$ cat config.mk
export PLATFORM = sky130hd
export DESIGN_NAME = reset_release_sequencer
export DESIGN_NICKNAME = d
export VERILOG_FILES = /design/src/pkg/reset_seq_pkg.sv /design/src/hw/reset_release_sequencer.sv
export SDC_FILE = /design/constraint.sdc
export NUM_CORES = 1
export LEC_CHECK = 0
export ABC_AREA = 1
export BUFFER_PORTS_ARGS = -buffer_cell sky130_fd_sc_hd__buf_2
export CAP_MARGIN = 20
export CORE_MARGIN = 10
export CORE_UTILIZATION = 53
export CTS_CLUSTER_DIAMETER = 60
export CTS_CLUSTER_SIZE = 40
export DETAILED_ROUTE_END_ITERATION = 12
export PLACE_DENSITY_LB_ADDON = 0.12
export SYNTH_ARGS = -nofsm -noshare
export SYNTH_HDL_FRONTEND = slang
export SYNTH_SLANG_ARGS = --single-unit
export TNS_END_PERCENT = 10
$ cat constraint.sdc
create_clock -name hclk -period 2.35 [get_ports hclk]
set_input_delay 0.235 -clock hclk [delete_from_list [all_inputs] [get_ports hclk]]
set_output_delay 0.235 -clock hclk [all_outputs]
set_load 0.05 [all_outputs]
$ cat src/pkg/reset_seq_pkg.sv
// Constants, types and register map of the reset release sequencer.
// Operation
// Power-on reset holds system reset through power-on, power-up and state delays.
// Power-up delay is 64 ms while the on-chip regulator is disabled.
// Resets other than power-on and brown-out use only the state reset delay.
// RC clock sources after power-on or brown-out wait their oscillator start-up time.
// PLL clock sources after power-on or brown-out also wait the PLL lock time.
// Crystal and secondary sources count 1024 oscillator periods before clock release.
// Two-speed start-up runs from the fast RC first, with its start-up time.
// Clock start-up timing runs apart from reset delays; clock may lag reset release.
// Processor runs only once reset is released and a valid clock is released.
// Clock fail monitor checks the clock at the moment system reset releases.
// No valid clock at release switches the system clock to the fast RC.
// Registers take one reset value for every reset type, four excepted.
// Reset cause register reset value depends on the reset kind.
// Oscillator control reset value follows reset kind and initial oscillator select.
// Calibration and memory control registers reset only on power-on reset.
// Any active reset source asserts system reset and resets block registers.
// Clock start-up and PLL lock run concurrently with the system reset delay.
// Each delay phase is a parameterised counter, advancing only on terminal count.
package reset_seq_pkg;

    // Clock rate and delay times in their own units.
    localparam int CLK_KHZ       = 40000;
    localparam int PWRT_MS       = 64;
    localparam int PWRT_REG_US   = 10;
    localparam int POR_US        = 10;
    localparam int RST_US        = 10;
    localparam int FAST_US       = 15;
    localparam int SLOW_US       = 100;
    localparam int LOCK_US       = 100;
    localparam int PWRT_CYCLES   = PWRT_MS * CLK_KHZ;
    localparam int PWRT_REG_CYC  = (PWRT_REG_US * CLK_KHZ + 999) / 1000;
    localparam int POR_CYCLES    = (POR_US * CLK_KHZ + 999) / 1000;
    localparam int RST_CYCLES    = (RST_US * CLK_KHZ + 999) / 1000;
    localparam int FAST_CYCLES   = (FAST_US * CLK_KHZ + 999) / 1000;
    localparam int SLOW_CYCLES   = (SLOW_US * CLK_KHZ + 999) / 1000;
    localparam int LOCK_CYCLES   = (LOCK_US * CLK_KHZ + 999) / 1000;
    localparam int XTAL_PERIODS  = 1024;
    localparam int HOLD_MIN      = 3;

    // Register byte offsets.
    localparam logic [7:0] OFS_CTRL       = 8'h00;
    localparam logic [7:0] OFS_STATUS     = 8'h04;
    localparam logic [7:0] OFS_INT_STATUS = 8'h08;
    localparam logic [7:0] OFS_INT_MASK   = 8'h0C;
    localparam logic [7:0] OFS_CAUSE      = 8'h10;
    localparam logic [7:0] OFS_OSC_CTRL   = 8'h14;
    localparam logic [7:0] OFS_CALIB      = 8'h18;
    localparam logic [7:0] OFS_NVM_CTRL   = 8'h1C;

    // Field positions and the power-on cause value.
    localparam int CTRL_SW_RESET  = 0;
    localparam int EV_RELEASED    = 0;
    localparam int EV_CLOCK_READY = 1;
    localparam int EV_CLOCK_FAIL  = 2;
    localparam int CAUSE_POR      = 0;
    localparam int CAUSE_BOR      = 1;
    localparam int CAUSE_WDT      = 4;
    localparam int CAUSE_SWR      = 6;
    localparam int CAUSE_EXT      = 7;
    localparam int CAUSE_CM       = 9;
    localparam int CAUSE_ILLEGAL  = 14;
    localparam int CAUSE_TRAP     = 15;
    localparam int OSC_CUR_LSB    = 12;
    localparam logic [15:0] CAUSE_POR_VALUE = 16'h0003;

    // Clock sources.
    typedef enum logic [3:0] {
        SRC_EC     = 4'h0,
        SRC_FAST   = 4'h1,
        SRC_FRCDIV = 4'h2,
        SRC_SLOW   = 4'h3,
        SRC_ECPLL  = 4'h4,
        SRC_FRCPLL = 4'h5,
        SRC_XT     = 4'h6,
        SRC_HS     = 4'h7,
        SRC_SEC    = 4'h8,
        SRC_XTPLL  = 4'h9,
        SRC_HSPLL  = 4'hA
    } clk_src_t;

    // Reset source pins.
    typedef struct packed {
        logic por;
        logic bor;
        logic mclr;
        logic wdt;
        logic trap;
        logic illegal;
        logic mismatch;
    } rst_src_t;

    // Configuration pins.
    typedef struct packed {
        logic       regulator_enable_pin;
        logic       two_speed;
        logic       monitor_en;
        logic [3:0] initial_oscillator_select;
    } cfg_t;

endpackage : reset_seq_pkg

$ cat src/hw/reset_release_sequencer.sv
// Reset release sequencer with clock start-up tracking and an AHB-Lite register slave.
//
// Added by the designer: register access over AHB-Lite and the placing of the registers.
`timescale 1ns/1ps
`default_nettype none
module reset_release_sequencer #(
    parameter int POR_CYC      = reset_seq_pkg::POR_CYCLES,
    parameter int PWRT_CYC     = reset_seq_pkg::PWRT_CYCLES,
    parameter int PWRT_REG_CYC = reset_seq_pkg::PWRT_REG_CYC,
    parameter int RST_CYC      = reset_seq_pkg::RST_CYCLES,
    parameter int FAST_CYC     = reset_seq_pkg::FAST_CYCLES,
    parameter int SLOW_CYC     = reset_seq_pkg::SLOW_CYCLES,
    parameter int LOCK_CYC     = reset_seq_pkg::LOCK_CYCLES,
    parameter int XTAL_COUNT   = reset_seq_pkg::XTAL_PERIODS
) (
    // Clock and reset.
    input  wire logic                      hclk,
    input  wire logic                      hresetn,
    // AHB-Lite slave.
    input  wire logic                      hsel,
    input  wire logic [31:0]               haddr,
    input  wire logic [1:0]                htrans,
    input  wire logic                      hwrite,
    input  wire logic [2:0]                hsize,
    input  wire logic [31:0]               hwdata,
    input  wire logic                      hready,
    output logic                           hreadyout,
    output logic                           hresp,
    output logic [31:0]                    hrdata,
    // Reset sources, configuration pins and the oscillator tick.
    input  wire reset_seq_pkg::rst_src_t   rst_src,
    input  wire reset_seq_pkg::cfg_t       cfg,
    input  wire logic                      osc_tick,
    // Sequencer outputs.
    output logic                           system_reset_out,
    output logic                           clock_released,
    output logic                           cpu_run,
    output logic [3:0]                     active_clock_source,
    output logic                           irq
);

    // Parameters the counters cannot serve are refused at elaboration.
    if (POR_CYC < 1 || PWRT_CYC < 1 || PWRT_REG_CYC < 1 || RST_CYC < 1 ||
        FAST_CYC < 1 || SLOW_CYC < 1 || LOCK_CYC < 1 ||
        XTAL_COUNT < 2 || XTAL_COUNT > 1024) begin : g_bad_param
        $error("reset_release_sequencer: unsupported delay parameter");
    end

    typedef enum logic [2:0] {
        S_HOLD = 3'b000,
        S_POR  = 3'b001,
        S_PWRT = 3'b010,
        S_RST  = 3'b011,
        S_RUN  = 3'b100
    } seq_state_t;

    typedef enum logic [1:0] {
        C_RC    = 2'b00,
        C_XTAL  = 2'b01,
        C_LOCK  = 2'b10,
        C_READY = 2'b11
    } clk_state_t;

    localparam int PIN_W = $bits(reset_seq_pkg::rst_src_t) + $bits(reset_seq_pkg::cfg_t) + 1;

    // Pin synchronisers and state.
    logic [PIN_W-1:0]        pin_meta;
    logic [PIN_W-1:0]        pin_sync;
    logic                    tick_prev;
    reset_seq_pkg::rst_src_t src_s;
    reset_seq_pkg::cfg_t     cfg_s;
    logic                    tick_s;
    logic                    tick_edge;
    logic                    any_src;
    seq_state_t              seq_state;
    clk_state_t              clk_state;
    logic [31:0]             seq_cnt;
    logic [31:0]             clk_cnt;
    logic [9:0]              xtal_cnt;
    logic [1:0]              hold_cnt;
    reset_seq_pkg::rst_src_t held_src;
    logic                    held_swr;
    logic                    need_xtal;
    logic                    need_lock;
    logic                    use_slow;
    logic                    hold_done;
    logic                    release_now;
    logic                    clk_done;
    logic                    fail_switch;
    logic [31:0]             seq_term;
    logic [31:0]             rc_term;
    logic [3:0]              launch_src;
    logic [3:0]              launch_flags;
    // Register file and bus.
    logic                    sw_reset;
    logic [2:0]              int_status;
    logic [2:0]              int_mask;
    logic [15:0]             cause;
    logic [15:0]             calib;
    logic [15:0]             nvm_ctrl;
    logic [3:0]              cur_src;
    logic                    wr_pend;
    logic                    rd_pend;
    logic [7:0]              wr_addr;
    logic [7:0]              rd_addr;
    logic                    wr_commit;
    logic [31:0]             rd_value;

    // Source classification: {fast rc wait, low-power rc wait, crystal count, pll lock}.
    function automatic logic [3:0] src_flags(input logic [3:0] src);
        case (src)
            reset_seq_pkg::SRC_FAST,
            reset_seq_pkg::SRC_FRCDIV: src_flags = 4'b1000;
            reset_seq_pkg::SRC_SLOW:   src_flags = 4'b0100;
            reset_seq_pkg::SRC_ECPLL:  src_flags = 4'b0001;
            reset_seq_pkg::SRC_FRCPLL: src_flags = 4'b1001;
            reset_seq_pkg::SRC_XT,
            reset_seq_pkg::SRC_HS,
            reset_seq_pkg::SRC_SEC:    src_flags = 4'b0010;
            reset_seq_pkg::SRC_XTPLL,
            reset_seq_pkg::SRC_HSPLL:  src_flags = 4'b0011;
            default:                   src_flags = 4'b0000;
        endcase
    endfunction : src_flags

    // First clock phase for a set of flags.
    function automatic clk_state_t first_phase(input logic [3:0] f);
        if (f[3] || f[2]) begin
            first_phase = C_RC;
        end else if (f[1]) begin
            first_phase = C_XTAL;
        end else if (f[0]) begin
            first_phase = C_LOCK;
        end else begin
            first_phase = C_READY;
        end
    endfunction : first_phase

    // Two flip-flops on every pin before any logic reads it.
    always_ff @(posedge hclk or negedge hresetn) begin
        if (!hresetn) begin
            pin_meta  <= '0;
            pin_sync  <= '0;
            tick_prev <= 1'b0;
        end else begin
            pin_meta  <= {rst_src, cfg, osc_tick};
            pin_sync  <= pin_meta;
            tick_prev <= pin_sync[0];
        end
    end

    // Decoded synchronised pins and sequencing terms.
    always_comb begin
        {src_s, cfg_s, tick_s} = pin_sync;
        tick_edge   = tick_s && !tick_prev;
        any_src     = (|src_s) || sw_reset;
        hold_done   = (seq_state == S_HOLD) && !any_src &&
                      (hold_cnt == 2'(reset_seq_pkg::HOLD_MIN - 1));
        // Two-speed start-up begins on the fast RC whatever source is selected.
        launch_src  = cfg_s.two_speed ? reset_seq_pkg::SRC_FAST :
                      cfg_s.initial_oscillator_select;
        launch_flags = src_flags(launch_src);
        case (seq_state)
            S_POR:   seq_term = 32'(POR_CYC);
            S_PWRT:  seq_term = cfg_s.regulator_enable_pin ? 32'(PWRT_REG_CYC) :
                                                             32'(PWRT_CYC);
            S_RST:   seq_term = 32'(RST_CYC);
            default: seq_term = 32'h0000_0001;
        endcase
        release_now = (seq_state == S_RST) && (seq_cnt == seq_term - 32'h0000_0001);
        rc_term     = use_slow ? 32'(SLOW_CYC) : 32'(FAST_CYC);
        case (clk_state)
            C_RC:    clk_done = (clk_cnt == rc_term - 32'h0000_0001);
            C_XTAL:  clk_done = tick_edge && (xtal_cnt == 10'(XTAL_COUNT - 1));
            C_LOCK:  clk_done = (clk_cnt == 32'(LOCK_CYC) - 32'h0000_0001);
            default: clk_done = 1'b0;
        endcase
        // The monitor looks at the clock on the last cycle of the state reset delay, two cycles before system_reset_out falls.
        fail_switch = release_now && cfg_s.monitor_en && (clk_state != C_READY);
    end

    // System reset delay chain.
    always_ff @(posedge hclk or negedge hresetn) begin
        if (!hresetn) begin
            seq_state <= S_HOLD;
            seq_cnt   <= '0;
            hold_cnt  <= '0;
            held_src  <= '{por: 1'b1, default: 1'b0};
            held_swr  <= 1'b0;
        end else if (any_src) begin
            seq_state <= S_HOLD;
            seq_cnt   <= '0;
            hold_cnt  <= '0;
            held_src  <= (seq_state == S_HOLD) ? (held_src | src_s) : src_s;
            held_swr  <= (seq_state == S_HOLD) ? (held_swr | sw_reset) : sw_reset;
        end else begin
            case (seq_state)
                S_HOLD: begin
                    hold_cnt <= hold_cnt + 2'b01;
                    if (hold_done) begin
                        if (held_src.por) begin
                            seq_state <= S_POR;
                        end else if (held_src.bor) begin
                            seq_state <= S_PWRT;
                        end else begin
                            seq_state <= S_RST;
                        end
                    end
                end
                S_POR, S_PWRT, S_RST: begin
                    if (seq_cnt == seq_term - 32'h0000_0001) begin
                        seq_cnt   <= '0;
                        seq_state <= (seq_state == S_POR) ? S_PWRT :
                                     (seq_state == S_PWRT) ? S_RST : S_RUN;
                    end else begin
                        seq_cnt <= seq_cnt + 32'h0000_0001;
                    end
                end
                S_RUN:   seq_cnt <= '0;
                default: seq_state <= S_HOLD;
            endcase
        end
    end

    // Clock start-up phases, launched with the reset delay and run beside it.
    always_ff @(posedge hclk or negedge hresetn) begin
        if (!hresetn) begin
            clk_state <= C_READY;
            clk_cnt   <= '0;
            xtal_cnt  <= '0;
            need_xtal <= 1'b0;
            need_lock <= 1'b0;
            use_slow  <= 1'b0;
            cur_src   <= reset_seq_pkg::SRC_FAST;
        end else if (hold_done) begin
            clk_cnt  <= '0;
            xtal_cnt <= '0;
            if (held_src.por || held_src.bor) begin
                clk_state <= first_phase(launch_flags);
                need_xtal <= launch_flags[1];
                need_lock <= launch_flags[0];
                use_slow  <= launch_flags[2];
                cur_src   <= launch_src;
            end else begin
                clk_state <= C_READY;
            end
        end else if (fail_switch) begin
            clk_state <= C_RC;
            clk_cnt   <= '0;
            need_xtal <= 1'b0;
            need_lock <= 1'b0;
            use_slow  <= 1'b0;
            cur_src   <= reset_seq_pkg::SRC_FAST;
        end else begin
            case (clk_state)
                C_RC, C_LOCK: clk_cnt <= clk_done ? '0 : clk_cnt + 32'h0000_0001;
                C_XTAL: begin
                    if (tick_edge) begin
                        xtal_cnt <= xtal_cnt + 10'h001;
                    end
                end
                C_READY: clk_cnt <= '0;
                default: clk_cnt <= '0;
            endcase
            if (clk_done) begin
                if (clk_state == C_RC && need_xtal) begin
                    clk_state <= C_XTAL;
                end else if (clk_state != C_LOCK && need_lock) begin
                    clk_state <= C_LOCK;
                end else begin
                    clk_state <= C_READY;
                end
            end
        end
    end

    // Registered outputs of the sequencer.
    always_ff @(posedge hclk or negedge hresetn) begin
        if (!hresetn) begin
            system_reset_out    <= 1'b1;
            clock_released      <= 1'b0;
            cpu_run             <= 1'b0;
            active_clock_source <= reset_seq_pkg::SRC_FAST;
            irq                 <= 1'b0;
        end else begin
            system_reset_out    <= (seq_state != S_RUN) || any_src;
            clock_released      <= (clk_state == C_READY);
            cpu_run             <= (seq_state == S_RUN) && (clk_state == C_READY) &&
                                   !any_src;
            active_clock_source <= cur_src;
            irq                 <= |(int_status & int_mask);
        end
    end

    // Bus request capture: writes commit in their data phase, reads take one wait state.
    always_ff @(posedge hclk or negedge hresetn) begin
        if (!hresetn) begin
            wr_pend   <= 1'b0;
            rd_pend   <= 1'b0;
            wr_addr   <= '0;
            rd_addr   <= '0;
            hreadyout <= 1'b1;
            hresp     <= 1'b0;
            hrdata    <= '0;
        end else begin
            hresp <= 1'b0;
            if (rd_pend) begin
                rd_pend   <= 1'b0;
                hreadyout <= 1'b1;
                hrdata    <= rd_value;
            end else if (hready) begin
                wr_pend <= hsel && htrans[1] && hwrite;
                wr_addr <= haddr[7:0];
                if (hsel && htrans[1] && !hwrite) begin
                    rd_pend   <= 1'b1;
                    rd_addr   <= haddr[7:0];
                    hreadyout <= 1'b0;
                end
            end
        end
    end

    assign wr_commit = wr_pend && hready;

    // Read multiplexer; unmapped offsets read as zero.
    always_comb begin
        rd_value = '0;
        case (rd_addr)
            reset_seq_pkg::OFS_CTRL:       rd_value = {31'h0, sw_reset};
            reset_seq_pkg::OFS_STATUS:     rd_value = {24'h0, cur_src, seq_state == S_RUN,
                                                       clk_state == C_READY, clk_state};
            reset_seq_pkg::OFS_INT_STATUS: rd_value = {29'h0, int_status};
            reset_seq_pkg::OFS_INT_MASK:   rd_value = {29'h0, int_mask};
            reset_seq_pkg::OFS_CAUSE:      rd_value = {16'h0, cause};
            reset_seq_pkg::OFS_OSC_CTRL:   rd_value = 32'(cur_src) <<
                                                      reset_seq_pkg::OSC_CUR_LSB;
            reset_seq_pkg::OFS_CALIB:      rd_value = {16'h0, calib};
            reset_seq_pkg::OFS_NVM_CTRL:   rd_value = {16'h0, nvm_ctrl};
            default:                       rd_value = '0;
        endcase
    end

    // Control, interrupt status and mask take one value on every reset kind.
    always_ff @(posedge hclk or negedge hresetn) begin
        if (!hresetn) begin
            sw_reset   <= 1'b0;
            int_status <= '0;
            int_mask   <= '0;
        end else if (any_src) begin
            sw_reset   <= 1'b0;
            int_status <= '0;
            int_mask   <= '0;
        end else begin
            sw_reset <= wr_commit && (wr_addr == reset_seq_pkg::OFS_CTRL) &&
                        hwdata[reset_seq_pkg::CTRL_SW_RESET];
            if (wr_commit && wr_addr == reset_seq_pkg::OFS_INT_MASK) begin
                int_mask <= hwdata[2:0];
            end
            // Events set after the write-one clear, so a coincident event survives.
            int_status <= (int_status &
                           ~((wr_commit && wr_addr == reset_seq_pkg::OFS_INT_STATUS) ?
                             hwdata[2:0] : 3'h0)) |
                          {fail_switch, clk_done && clk_state != C_READY &&
                           (clk_state == C_LOCK || !(need_lock ||
                           (clk_state == C_RC && need_xtal))), release_now};
        end
    end

    // Reset cause flags: power-on clears all and sets two; other kinds add theirs.
    always_ff @(posedge hclk or negedge hresetn) begin
        if (!hresetn) begin
            cause <= reset_seq_pkg::CAUSE_POR_VALUE;
        end else if (hold_done) begin
            if (held_src.por) begin
                cause <= reset_seq_pkg::CAUSE_POR_VALUE;
            end else begin
                cause[reset_seq_pkg::CAUSE_BOR]     <= cause[reset_seq_pkg::CAUSE_BOR] |
                                                       held_src.bor;
                cause[reset_seq_pkg::CAUSE_EXT]     <= cause[reset_seq_pkg::CAUSE_EXT] |
                                                       held_src.mclr;
                cause[reset_seq_pkg::CAUSE_WDT]     <= cause[reset_seq_pkg::CAUSE_WDT] |
                                                       held_src.wdt;
                cause[reset_seq_pkg::CAUSE_SWR]     <= cause[reset_seq_pkg::CAUSE_SWR] |
                                                       held_swr;
                cause[reset_seq_pkg::CAUSE_CM]      <= cause[reset_seq_pkg::CAUSE_CM] |
                                                       held_src.mismatch;
                cause[reset_seq_pkg::CAUSE_ILLEGAL] <= cause[reset_seq_pkg::CAUSE_ILLEGAL] |
                                                       held_src.illegal;
                cause[reset_seq_pkg::CAUSE_TRAP]    <= cause[reset_seq_pkg::CAUSE_TRAP] |
                                                       held_src.trap;
            end
        end else if (wr_commit && wr_addr == reset_seq_pkg::OFS_CAUSE) begin
            cause <= hwdata[15:0];
        end
    end

    // Calibration and memory control survive every reset but power-on.
    always_ff @(posedge hclk or negedge hresetn) begin
        if (!hresetn) begin
            calib    <= '0;
            nvm_ctrl <= '0;
        end else if (hold_done && held_src.por) begin
            calib    <= '0;
            nvm_ctrl <= '0;
        end else if (wr_commit) begin
            if (wr_addr == reset_seq_pkg::OFS_CALIB) begin
                calib <= hwdata[15:0];
            end
            if (wr_addr == reset_seq_pkg::OFS_NVM_CTRL) begin
                nvm_ctrl <= hwdata[15:0];
            end
        end
    end

endmodule : reset_release_sequencer
`default_nettype wire

After elaboration in Yosys (flattened, before gate mapping). Memory sizes are Yosys's and may differ from the RTL's. Cells that the tools add are included. W data, S select, Z words.

Mux-type cells: 76. Reduce and logical (&&, ||, !) cells: 65. Eq/ne operators: 33. Add/subtract/negate cells: 6. Bitwise logic cells: 14.

Operator list (number): $mux W32 (5); $mux W16 (8); $pmux W16 S8 (1); $pmux W32 S2 (2); $add A32 B1 Y32 const B (2); $eq A32 B32 Y1 (2); $eq A8 B5 Y1 const B (7); $pmux W22 S2 (1); $mux W10 (4); $eq A32 B12 Y1 const B (1); $eq A8 B4 Y1 const B (4); $sub A32 B1 Y32 const B (1); $mux W3 (9); $mux W2 (13); $logic_and A1 B1 Y1 (23); $mux W1 (23); $mux W22 (1); $reduce_bool A2 Y1 (11); $mux W4 (5); $logic_not A8 Y1 (2); $sub A12 B1 Y13 const B (1); $mux W12 (1); $reduce_and A2 Y1 (6); $add A10 B1 Y10 const B (1); other kinds (30) (60).

Output and inout bits: 42. Register bits: 241. Memories kept: 1. Input port bits: 89. Word-level logic and storage cells: 234. ROM bits: 64.

Memories: (no name shown) (depth 16, bits a word 4, read ports 1, clocked after memory_dff 0, wr ports 0, line reset_release_sequencer.sv:111) `case (src)`.

Longest topological paths before layout. Gate-level depths: netlist of the first run.

Word-level depth: 10. Mapped depth: 19. Gate-level depth less buffers: 18.

Worst setup path after synthesis of the first run. OpenSTA, ideal clock, no wires.

Path type: register -> register. Start point: register seq_state[2]. End point: register clk_cnt[24]. Path buffers: 2. Cell stages (with the launch flop): 19. Data arrival time: 2.094 ns. Setup slack: 0.137 ns. Required time: 2.231 ns. Setup time: 0.119 ns. Period minus slack after synthesis: 2.213 ns. Cells stage by stage: dfrtp_1 inv_2 nand3_1 nor2_2 ha_1 nand2_1 nand2_1 nor2_1 nand2_1 nor2_2 nand3_2 nor2_4 nand3_4 nand3_4 buf_8 buf_6 nand2_1 nand2_1 nor2_1.

Cells in the longest elaborated chain, start to end: 10. Elaborated cells on any way between the ends: 16. Classes of those cells: 1 x add/sub; 4 x eq/ne; 3 x mux; 8 x reduce/logical.

RTL lines: from (decl) (line reset_release_sequencer.sv:75) `seq_state_t seq_state;`; from (signal assigned) (line reset_release_sequencer.sv:213) `seq_state <= (seq_state == S_POR) ? S_PWRT :`; $eq A3 B2 Y1 or $eq A3 B1 Y1 (tied branches) (line reset_release_sequencer.sv:163, reset_release_sequencer.sv:170); $reduce_or A2 Y1 (no source line); $pmux W22 S2 (line reset_release_sequencer.sv:163) `case (seq_state)`; $sub A32 B1 Y32 (line reset_release_sequencer.sv:170) `release_now = (seq_state == S_RST) && (seq_cnt == seq_term - 32'h0000_0001);`; $eq A32 B32 Y1 (line reset_release_sequencer.sv:170); $logic_and A1 B1 Y1 (line reset_release_sequencer.sv:170); $logic_and A1 B1 Y1 (2 in series) (line reset_release_sequencer.sv:179) `fail_switch = release_now && cfg_s.monitor_en && (clk_state != C_READY);`; $mux W32 (line reset_release_sequencer.sv:247) `end else if (fail_switch) begin`; $mux W32 (line reset_release_sequencer.sv:235) `end else if (hold_done) begin`; to (signal assigned) (line reset_release_sequencer.sv:256) `C_RC, C_LOCK: clk_cnt <= clk_done ? '0 : clk_cnt + 32'h0000_0001;`; to (decl) (line reset_release_sequencer.sv:78) `logic [31:0] clk_cnt;`.

Several ways; a longest one is shown, not always the timed one. A chain may end at the register's enable or synchronous reset.

Worst setup path after layout of the first run.
Start point: register seq_state[1]. End point: register clk_cnt[11].

Same word-level chain as after synthesis.

==> flow_metrics.env, run 1 <==
export IMPL_status="finished clean"
export IMPL_post_dp_hpwl_microns=19300
export IMPL_synthTopCellsByArea="dfrtp_1 48%, nand2_1 10%, inv_1 6.1%"
export IMPL_grt_pass1_wl_microns=45400
export IMPL_synth_edf_count=0
export IMPL_die_x_microns=165
export IMPL_grt_pass1_vias=9183
export IMPL_p_leak_nw=6.40
export IMPL_r2r_slack_ps=40
export IMPL_portBuffers=69
export IMPL_cts_buffers=19
export IMPL_yosys_warnings=0
export IMPL_core_area_sq_mm=0.0209
export IMPL_r2r_end="clk_cnt[11]"
export IMPL_gr_total_overflow=0
export IMPL_cts_root_buf="clkbuf_16"
export IMPL_fin_crit_ps=2310
export IMPL_synth_largest_area_cell="dfrtp_1"
export IMPL_r2r_cells=17
export IMPL_ys_flop_type="dfrtp_1"
export IMPL_synth_most_common_cell="nand2_1"
export IMPL_powerDensity_mw_per_mm2=608
export IMPL_cp_max_fo=7
export IMPL_ctsHtreeMaxLevel=1
export IMPL_cp_common_cell="nor2_2"
export IMPL_hold_depth=3
export IMPL_postSynthCellCount=1366
export IMPL_cp_required_ps=2740
export IMPL_grt_max_degree=68
export IMPL_track_usage=0.201
export IMPL_synth_common_cells="302 x nand2_1, 216 x dfrtp_1, 182 x inv_1"
export IMPL_ys_ff_latch=225
export IMPL_start_util=0.536
export IMPL_routed_wl_microns=27400
export IMPL_syn_area_sq_mm=0.0112
export IMPL_wl_per_cell_microns=15.2
export IMPL_path_class="reg -> reg"
export IMPL_drc=0
export IMPL_yosysSeqAreaShare=0.504
export IMPL_tightest_slew_ps=694
export IMPL_cp_slowest_cell="dfrtp_1"
export IMPL_setup_viol=0
export IMPL_vias=9521
export IMPL_cp_arrival_ps=2700
export IMPL_worstSetupStartpointType="flip-flop"
export IMPL_hold_end="cause[0]"
export IMPL_diodes=0
export IMPL_cts_num_sinks=225
export IMPL_dieArea_sq_mm=0.0273
export IMPL_max_freq_ghz=0.432
export IMPL_viasPerCell=5.28
export IMPL_cp_cell_sequence="inv_2 > nor2_2 > nand3_2 > ha_4 > inv_2 > nand2_2 > nand2_2 > nor2_2 > nand2_1 > nor2_2 > nand3_2 > nor2_4 > nand3_4 > nand4_1 > buf_6 > buf_6 > o21ai_1"
export IMPL_num_rows=53
export IMPL_die_h_microns=165
export IMPL_globalplace_congestion=0.882
export IMPL_firstDrtPassIters=5
export IMPL_syn_area_per_cell_sq_um=8.20
export IMPL_drtAntennaViolNets=0
export IMPL_antenna_found_initial=0
export IMPL_nets=1612
export IMPL_async_reset_ff_frac=1.00
export IMPL_hold_start="hwdata[0]"
export IMPL_cts_tree="yes"
export IMPL_slew_headroom=0.534
export IMPL_slew_viol_final=0
export IMPL_crit_path_end_kind="flip-flop"
export IMPL_reg2reg_from="seq_state[1]"
export IMPL_max_stage_delay_ps=400
export IMPL_io_pins=131
export IMPL_clk_latency_ps=520
export IMPL_clockBufferDepth=3
export IMPL_fin_util=0.636
export IMPL_rsz0062_at_grt="yes"
export IMPL_period_share=0.985
export IMPL_drt_iter0_drc=711
export IMPL_synth_top_cell_area_share=0.483
export IMPL_hold_violations=0
export IMPL_drive_gt1_frac=0.147
export IMPL_yosys_cell_types_count=49
export IMPL_max_cap_violations=0
export IMPL_clk_pin_slew_ps=80
export IMPL_vdd_drop_max_uv=682
export IMPL_nFillCells=1778
export IMPL_cp_num_buf_inv=4
export IMPL_clock_skew_ps=31.0
export IMPL_holdCritPathClass="in -> reg"
export IMPL_critical_path_top_delay_family="simple AND/OR/NAND/NOR gates"
export IMPL_power_mw=8.08
export IMPL_syn_to_final_growth_pct=18.6
how the worst max path moves through the flow:
stage	cells past startpoint	slack, ps	endpoint	startpoint
global route	18	-120	clk_cnt[31]	seq_state[1]
finish	17	40	clk_cnt[11]	seq_state[1]
floorplan	18	140	clk_cnt[24]	seq_state[2]
CTS	16	20	xtal_cnt[1]	seq_state[0]
detailed placement	17	-40	clk_cnt[30]	seq_state[0]
global placement	17	3	clk_cnt[30]	seq_state[0]
layer usage:
metal,track usage,share of wire
met1,0.287,0.47
met5,0,0
met3,0.0288,0.051
met4,0.0415,0.017
met2,0.319,0.46
per-stage QoR:
step           std cells  setup TNS (ps)  cell area [sq um]  hold WS (ps)  worst slack [ps]
2_1_floorplan       1382               0              11300         -60.6               137
3_3_place_gp        1722               0              12100           234              3.46
3_5_place_dp        1722            -242              12100           238             -41.1
4_1_cts             1799               0              13200         0.579              17.3
5_1_grt             1803           -4130              13300          12.9              -125
6_report            1803               0              13300          13.6              36.3
flip-flops by register name (all words and copies together) (netlist names), 2 cells and up:
name	flops
clk_cnt	32
hold_cnt	2
int_status	3
held_src	7
hrdata	16
calib	16
seq_cnt	32
xtal_cnt	10
cause	16
pin_meta	15
pin_sync	15
wr_addr	8
active_clock_source	4
int_mask	3
clk_state	2
rd_addr	8
nvm_ctrl	16
cur_src	4
seq_state	3
cells by family after synthesis:
logic type / after synthesis / share of synthesized area
AOI/OAI and AO/OA: 227 / 0.116
xor gates and xnor gates: 42 / 0.0328
adders and majority gates: 8 / 0.00894
buffers and inverters: 238 / 0.0899
DFF: 225 / 0.504
muxes: 7 / 0.00704
other: 1 / 0.000335
and+or+nand+nor: 618 / 0.241
where the power goes:
group | internal (mW) | switching, mW | total (mW)
Sequential | 4.02 | 0.107 | 4.13
Clock | 1.60 | 1.64 | 3.24
Combinational | 0.252 | 0.458 | 0.710
Total | 5.88 | 2.20 | 8.08
layout make-up:
cell class              count  area, sq um  area share
multi-input cells         919         4690       0.353
flip-flops and latches    225         5640       0.425
well taps                 275          344      0.0259
inverters                 187          704      0.0530
repair buffers            163         1270      0.0954
clock inverters            13          156      0.0118
clock buffers              21          483      0.0364
cell usage in the layout (no fill, tap or decap), types with 10 or more instances in the layout:
master           n
clkbuf_16       19
nor2_2          11
inv_1          180
buf_2           68
a21oi_1         25
nand2_1        295
o21ai_1         32
nor3_1          31
o21ai_0         84
conb_1          17
nand3_1         86
o22ai_1         57
xor2_1          39
nand4_1         20
nor2_1         134
nand2_2         12
dlygate4sd3_1   40
a221oi_1        10
buf_4           42
dfrtp_1        216
tightest hold or removal path, cell delays in order:
cell and delay (ps):
buf_2 130, inv_1 70, o211ai_1 90
timing repair:
action,4_1_cts,5_1_grt
gates resized for setup,10,24
hold endpoints to repair,106,0
setup buffers,2,4
pin swaps,2,3
hold buffers,40,0
endpoints found under the setup margin,36,79
cloned,1,0
(Power assumes the default switching activity.)
==> inputs of run 2 (changes only) <==
ABC_CLOCK_PERIOD_IN_PS = 2350   (was not set)
CORE_UTILIZATION = 40   (was 53)
CTS_CLUSTER_DIAMETER = not set   (was 60)
==> flow_metrics.env, run 2 (synthesis gave the netlist of run 1 again) <==
export IMPL_status="complete, but fails checks"
export IMPL_violations="setup timing"
export IMPL_grt_max_degree=63
export IMPL_drtAntennaViolNets=0
export IMPL_grt_pass1_vias=9593
export IMPL_largestRegisters="clk_cnt x32, seq_cnt x32"
export IMPL_clk_latency_ps=530
export IMPL_core_area_sq_mm=0.0277
export IMPL_cts_root_buf="clkbuf_16"
export IMPL_clk_pin_slew_ps=60
export IMPL_fin_crit_ps=2350
export IMPL_drt_iter0_drc=627
export IMPL_drive_gt1_frac=0.162
export IMPL_hold_violations=0
export IMPL_worstSetupStartpointType="flip-flop"
export IMPL_layout_common_cells="294 x nand2_1, 216 x dfrtp_1, 180 x inv_1"
export IMPL_dp_cells=1830
export IMPL_powerDensity_mw_per_mm2=669
export IMPL_setup_ws_ps=-4.13
export IMPL_max_freq_ghz=0.425
export IMPL_antenna_found_initial=1
export IMPL_firstDrtPassIters=5
export IMPL_io_pins=131
export IMPL_dieArea_sq_mm=0.0351
export IMPL_gr_total_overflow=0
export IMPL_start_util=0.404
export IMPL_viasPerCell=4.95
export IMPL_crit_path_end_kind="flip-flop"
export IMPL_place_ws_ps=-154
export IMPL_slew_headroom=0.440
export IMPL_clock_skew_ps=17.4
export IMPL_cp_required_ps=2760
export IMPL_final_area_sq_mm=0.0139
export IMPL_clockBufferDepth=3
export IMPL_cp_max_fo=8
export IMPL_p_leak_nw=6.62
export IMPL_vias=9562
export IMPL_ctsHtreeMaxLevel=1
export IMPL_cp_arrival_ps=2770
export IMPL_wl_per_cell_microns=15.5
export IMPL_nets=1631
export IMPL_routed_wl_microns=30000
export IMPL_drc=0
export IMPL_vdd_drop_max_uv=531
export IMPL_cts_buffers=27
export IMPL_num_rows=61
export IMPL_place_area_sq_mm=0.0123
export IMPL_cts_num_sinks=225
export IMPL_die_x_microns=187
export IMPL_tightest_slew_ps=839
export IMPL_path_class="reg -> reg"
export IMPL_cts_tree="yes"
export IMPL_max_cap_violations=0
export IMPL_nFillCells=2655
export IMPL_fin_cells=1932
export IMPL_diodes=0
export IMPL_grt_pass1_wl_microns=50000
export IMPL_final_common_cell="nand2_1"
export IMPL_rsz0062_at_grt="yes"
export IMPL_track_usage=0.169
export IMPL_period_share=1.00
export IMPL_portBuffers=69
export IMPL_slew_viol_final=0
export IMPL_post_dp_hpwl_microns=21000
export IMPL_syn_to_final_growth_pct=23.8
export IMPL_setup_viol=3
export IMPL_holdCritPathClass="in -> reg"
export IMPL_die_h_microns=187
export IMPL_globalplace_congestion=0.854
run 2: path summary, 6_finish.rpt:
| check | startpoint | endpoint | slack, ps | cells past startpoint |
|---|---|---|---|---|
| max reg2reg | seq_state[0] | clk_cnt[31] | -4 | 17 |
| max in group asynchronous | hresetn | clk_state[1] | 1420 | 3 |
| min | hwdata[14] | cause[14] | 30 | 3 |
| min reg2reg | pin_meta[8] | pin_sync[8] | 350 | 0 |
| max | seq_state[0] | clk_cnt[31] | -4 | 17 |
| min in group asynchronous | hresetn | clk_cnt[21] | 220 | 2 |
run 2: per-stage QoR:
step	setup TNS, ps	utilization	total power, mW	hold slack (ps)
2_1_floorplan	0	-	4.62	-60.6
3_3_place_gp	-2420	0.443	4.85	183
3_5_place_dp	-4110	0.443	4.86	184
4_1_cts	-495	0.498	9.39	10.7
5_1_grt	-8400	0.500	9.67	43.9
6_report	-7.67	0.500	9.28	27.1
run 2: what timing repair did:
item,4_1_cts,5_1_grt
hold endpoints to repair,106,0
hold buffers,41,0
buffers inserted,9,1
cloned,2,0
resized for setup,17,25
endpoints found under the setup margin,51,86
pin swaps,9,9
run 2: worst max-delay path: stages (launching register included):
cell	delay, ps
dfrtp_1	380
inv_2	100
nand3_2	110
nor2_4	160
ha_4	220
nand2_2	60
nand2_2	60
nor2_2	100
nand2_1	60
nor2_2	80
nand3_2	80
nor2_4	130
nand3_4	130
nand3_4	220
buf_12	160
nand3_2	60
nand2_1	70
nor2_1	40
run 2: final cells by class:
type                    instances  area (sq um)  area share
flip-flops and latches        225          5640       0.407
repair buffers                173          1360      0.0982
multi-input cells             920          4740       0.342
well taps                     378           473      0.0341
inverters                     187           707      0.0510
clock buffers                  34           742      0.0535
clock inverters                15           203      0.0146
run 2: power breakdown:
group          total (mW)  leakage, nW  internal, mW  switching, mW
logic               0.716         3.19         0.252          0.463
clock network        4.43        0.471          2.77           1.66
registers            4.13         2.96          4.03          0.107
run 2: metal layers:
metal  vias up  wire length, microns  GRT usage
li1       4772                     -          -
met1      4557                 14500      0.238
met2       199                 13600      0.270
met3        34                  1290     0.0237
met4         0                   612     0.0385
met5         -                     0          0
==> inputs of run 3 (changes only) <==
CORE_UTILIZATION = 53   (was 40)
==> flow_metrics.env, run 3 (synthesis gave the netlist of run 1 again) <==
export IMPL_status="finished clean"
export IMPL_intPower_mw=6.76
export IMPL_max_stage_delay_ps=400
export IMPL_slew_headroom=0.497
export IMPL_final_area_sq_mm=0.0135
export IMPL_cp_slowest_cell="dfrtp_1"
export IMPL_grt_max_degree=68
export IMPL_clk_latency_ps=530
export IMPL_clk_pin_slew_ps=60
export IMPL_io_pins=131
export IMPL_p_leak_nw=6.52
export IMPL_worstSetupStartpointType="flip-flop"
export IMPL_die_x_microns=165
export IMPL_die_h_microns=165
export IMPL_tightest_slew_ps=748
export IMPL_num_rows=53
export IMPL_globalplace_congestion=0.882
export IMPL_comb_power_share=0.081
export IMPL_routed_wl_microns=27500
export IMPL_rsz0062_at_grt="yes"
export IMPL_portBuffers=69
export IMPL_vdd_drop_max_uv=568
export IMPL_layout_common_cells="298 x nand2_1, 216 x dfrtp_1, 180 x inv_1"
export IMPL_max_cap_violations=0
export IMPL_fin_crit_ps=2280
export IMPL_p_clk_frac=0.456
export IMPL_dieArea_sq_mm=0.0273
export IMPL_cp_cell_sequence="inv_2 > nor2_2 > nand3_2 > ha_4 > inv_2 > nand2_2 > nand2_2 > nor2_2 > nand2_1 > nor2_2 > nand3_2 > nor2_4 > nand3_4 > nand3_4 > buf_12 > nand2_2 > nand2_1 > nor2_1"
export IMPL_grt_pass1_vias=9276
export IMPL_fin_cells=1816
export IMPL_hold_violations=0
export IMPL_swShare=0.241
export IMPL_grt_pass1_wl_microns=45800
export IMPL_cts_tree="yes"
export IMPL_drive_gt1_frac=0.147
export IMPL_period_share=0.971
export IMPL_powerDensity_mw_per_mm2=660
export IMPL_setup_viol=0
export IMPL_clock_skew_ps=18.9
export IMPL_syn_to_final_growth_pct=20.6
export IMPL_seq_power_share=0.464
export IMPL_drt_iter0_drc=741
export IMPL_grt_util_met3=0.0312
export IMPL_vias=9543
export IMPL_path_class="reg -> reg"
export IMPL_cp_max_fo=16
export IMPL_nets=1618
export IMPL_wl_per_cell_microns=15.2
export IMPL_post_dp_hpwl_microns=19300
export IMPL_drc=0
export IMPL_firstDrtPassIters=4
export IMPL_max_freq_ghz=0.438
export IMPL_holdCritPathClass="in -> reg"
export IMPL_final_common_cell="nand2_1"
export IMPL_track_usage=0.202
export IMPL_cp_required_ps=2750
export IMPL_gr_total_overflow=0
export IMPL_place_area_sq_mm=0.0121
export IMPL_viasPerCell=5.25
export IMPL_hold_ws_ps=17.7
export IMPL_slew_viol_final=0
export IMPL_use_met1=0.290
export IMPL_drtAntennaViolNets=0
export IMPL_p_sw_mw=2.15
export IMPL_cts_buffers=26
export IMPL_start_util=0.536
export IMPL_crit_path_end_kind="flip-flop"
export IMPL_cp_arrival_ps=2680
export IMPL_cts_root_buf="clkbuf_16"
export IMPL_clockBufferDepth=3
export IMPL_ctsHtreeMaxLevel=1
export IMPL_dp_cells=1722
export IMPL_largestRegisters="clk_cnt x32, seq_cnt x32"
export IMPL_grt_use_met2=0.318
export IMPL_antenna_found_initial=0
export IMPL_core_area_sq_mm=0.0209
export IMPL_cts_num_sinks=225
export IMPL_diodes=0
export IMPL_busiest_layer="met2"
## run 3: path summary, 6_finish.rpt
| path | start | endpoint | slack (ps) | cells after the start |
|---|---|---|---|---|
| setup / recovery | seq_state[1] | clk_cnt[31] | 70 | 18 |
| setup reg to reg | seq_state[1] | clk_cnt[31] | 70 | 18 |
| min in group asynchronous | hresetn | xtal_cnt[7] | 280 | 2 |
| hold / removal | hwdata[6] | nvm_ctrl[6] | 20 | 3 |
| max in group asynchronous | hresetn | cause[1] | 1360 | 3 |
| hold reg to reg | pin_meta[10] | pin_sync[10] | 350 | 0 |
## run 3: routing by layer
metal  routed length (microns)  vias to the layer above
li1                          -                     4748
met1                     13000                     4518
met2                     12500                      232
met3                      1460                       45
met4                       541                        0
met5                         0                        -
## run 3: power groups by stage
stage,combinational [mW],clock (mW),sequential (mW)
2_1_floorplan,0.425,0,4.19
3_3_place_gp,0.643,0,4.20
3_5_place_dp,0.656,0,4.20
4_1_cts,0.715,4.13,4.13
5_1_grt,0.816,4.33,4.15
6_report,0.718,4.06,4.13
## run 3: area by class of cell
type / instances / area (sq um)
fillers: 1764 / 7390
repair buffers: 162 / 1250
inverters: 187 / 704
flip-flops and latches: 225 / 5640
multi-input cells: 919 / 4680
well taps: 275 / 344
clock inverters: 10 / 106
clock buffers: 38 / 767
## run 3: timing repair
item                       in CTS  in global routing
hold endpoints to repair      114                  0
setup buffers                   1                  3
hold buffers                   41                  0
pin swaps                       0                  6
setup endpoints to repair      36                 78
gates resized for setup         3                 27
cloned                          0                  1
## run 3: metrics by stage
| stage | utilization | setup TNS (ps) | setup slack, ps | power (mW) |
|---|---|---|---|---|
| after floorplan | - | 0 | 137 | 4.62 |
| after global placement | 0.579 | 0 | 3.46 | 4.84 |
| after detailed placement | 0.579 | -242 | -41.1 | 4.86 |
| after CTS | 0.641 | 0 | 5.83 | 8.98 |
| after global routing | 0.646 | -2400 | -102 | 9.30 |
| final | 0.646 | 0 | 67.8 | 8.91 |
## run 3: critical path, delay by kind of cell, from the launching register on
kind,cells,cell delay [ps]
adders and majority gates,1,290
buffers and inverters,3,230
and+or+nand+nor,14,1250
DFF,1,400
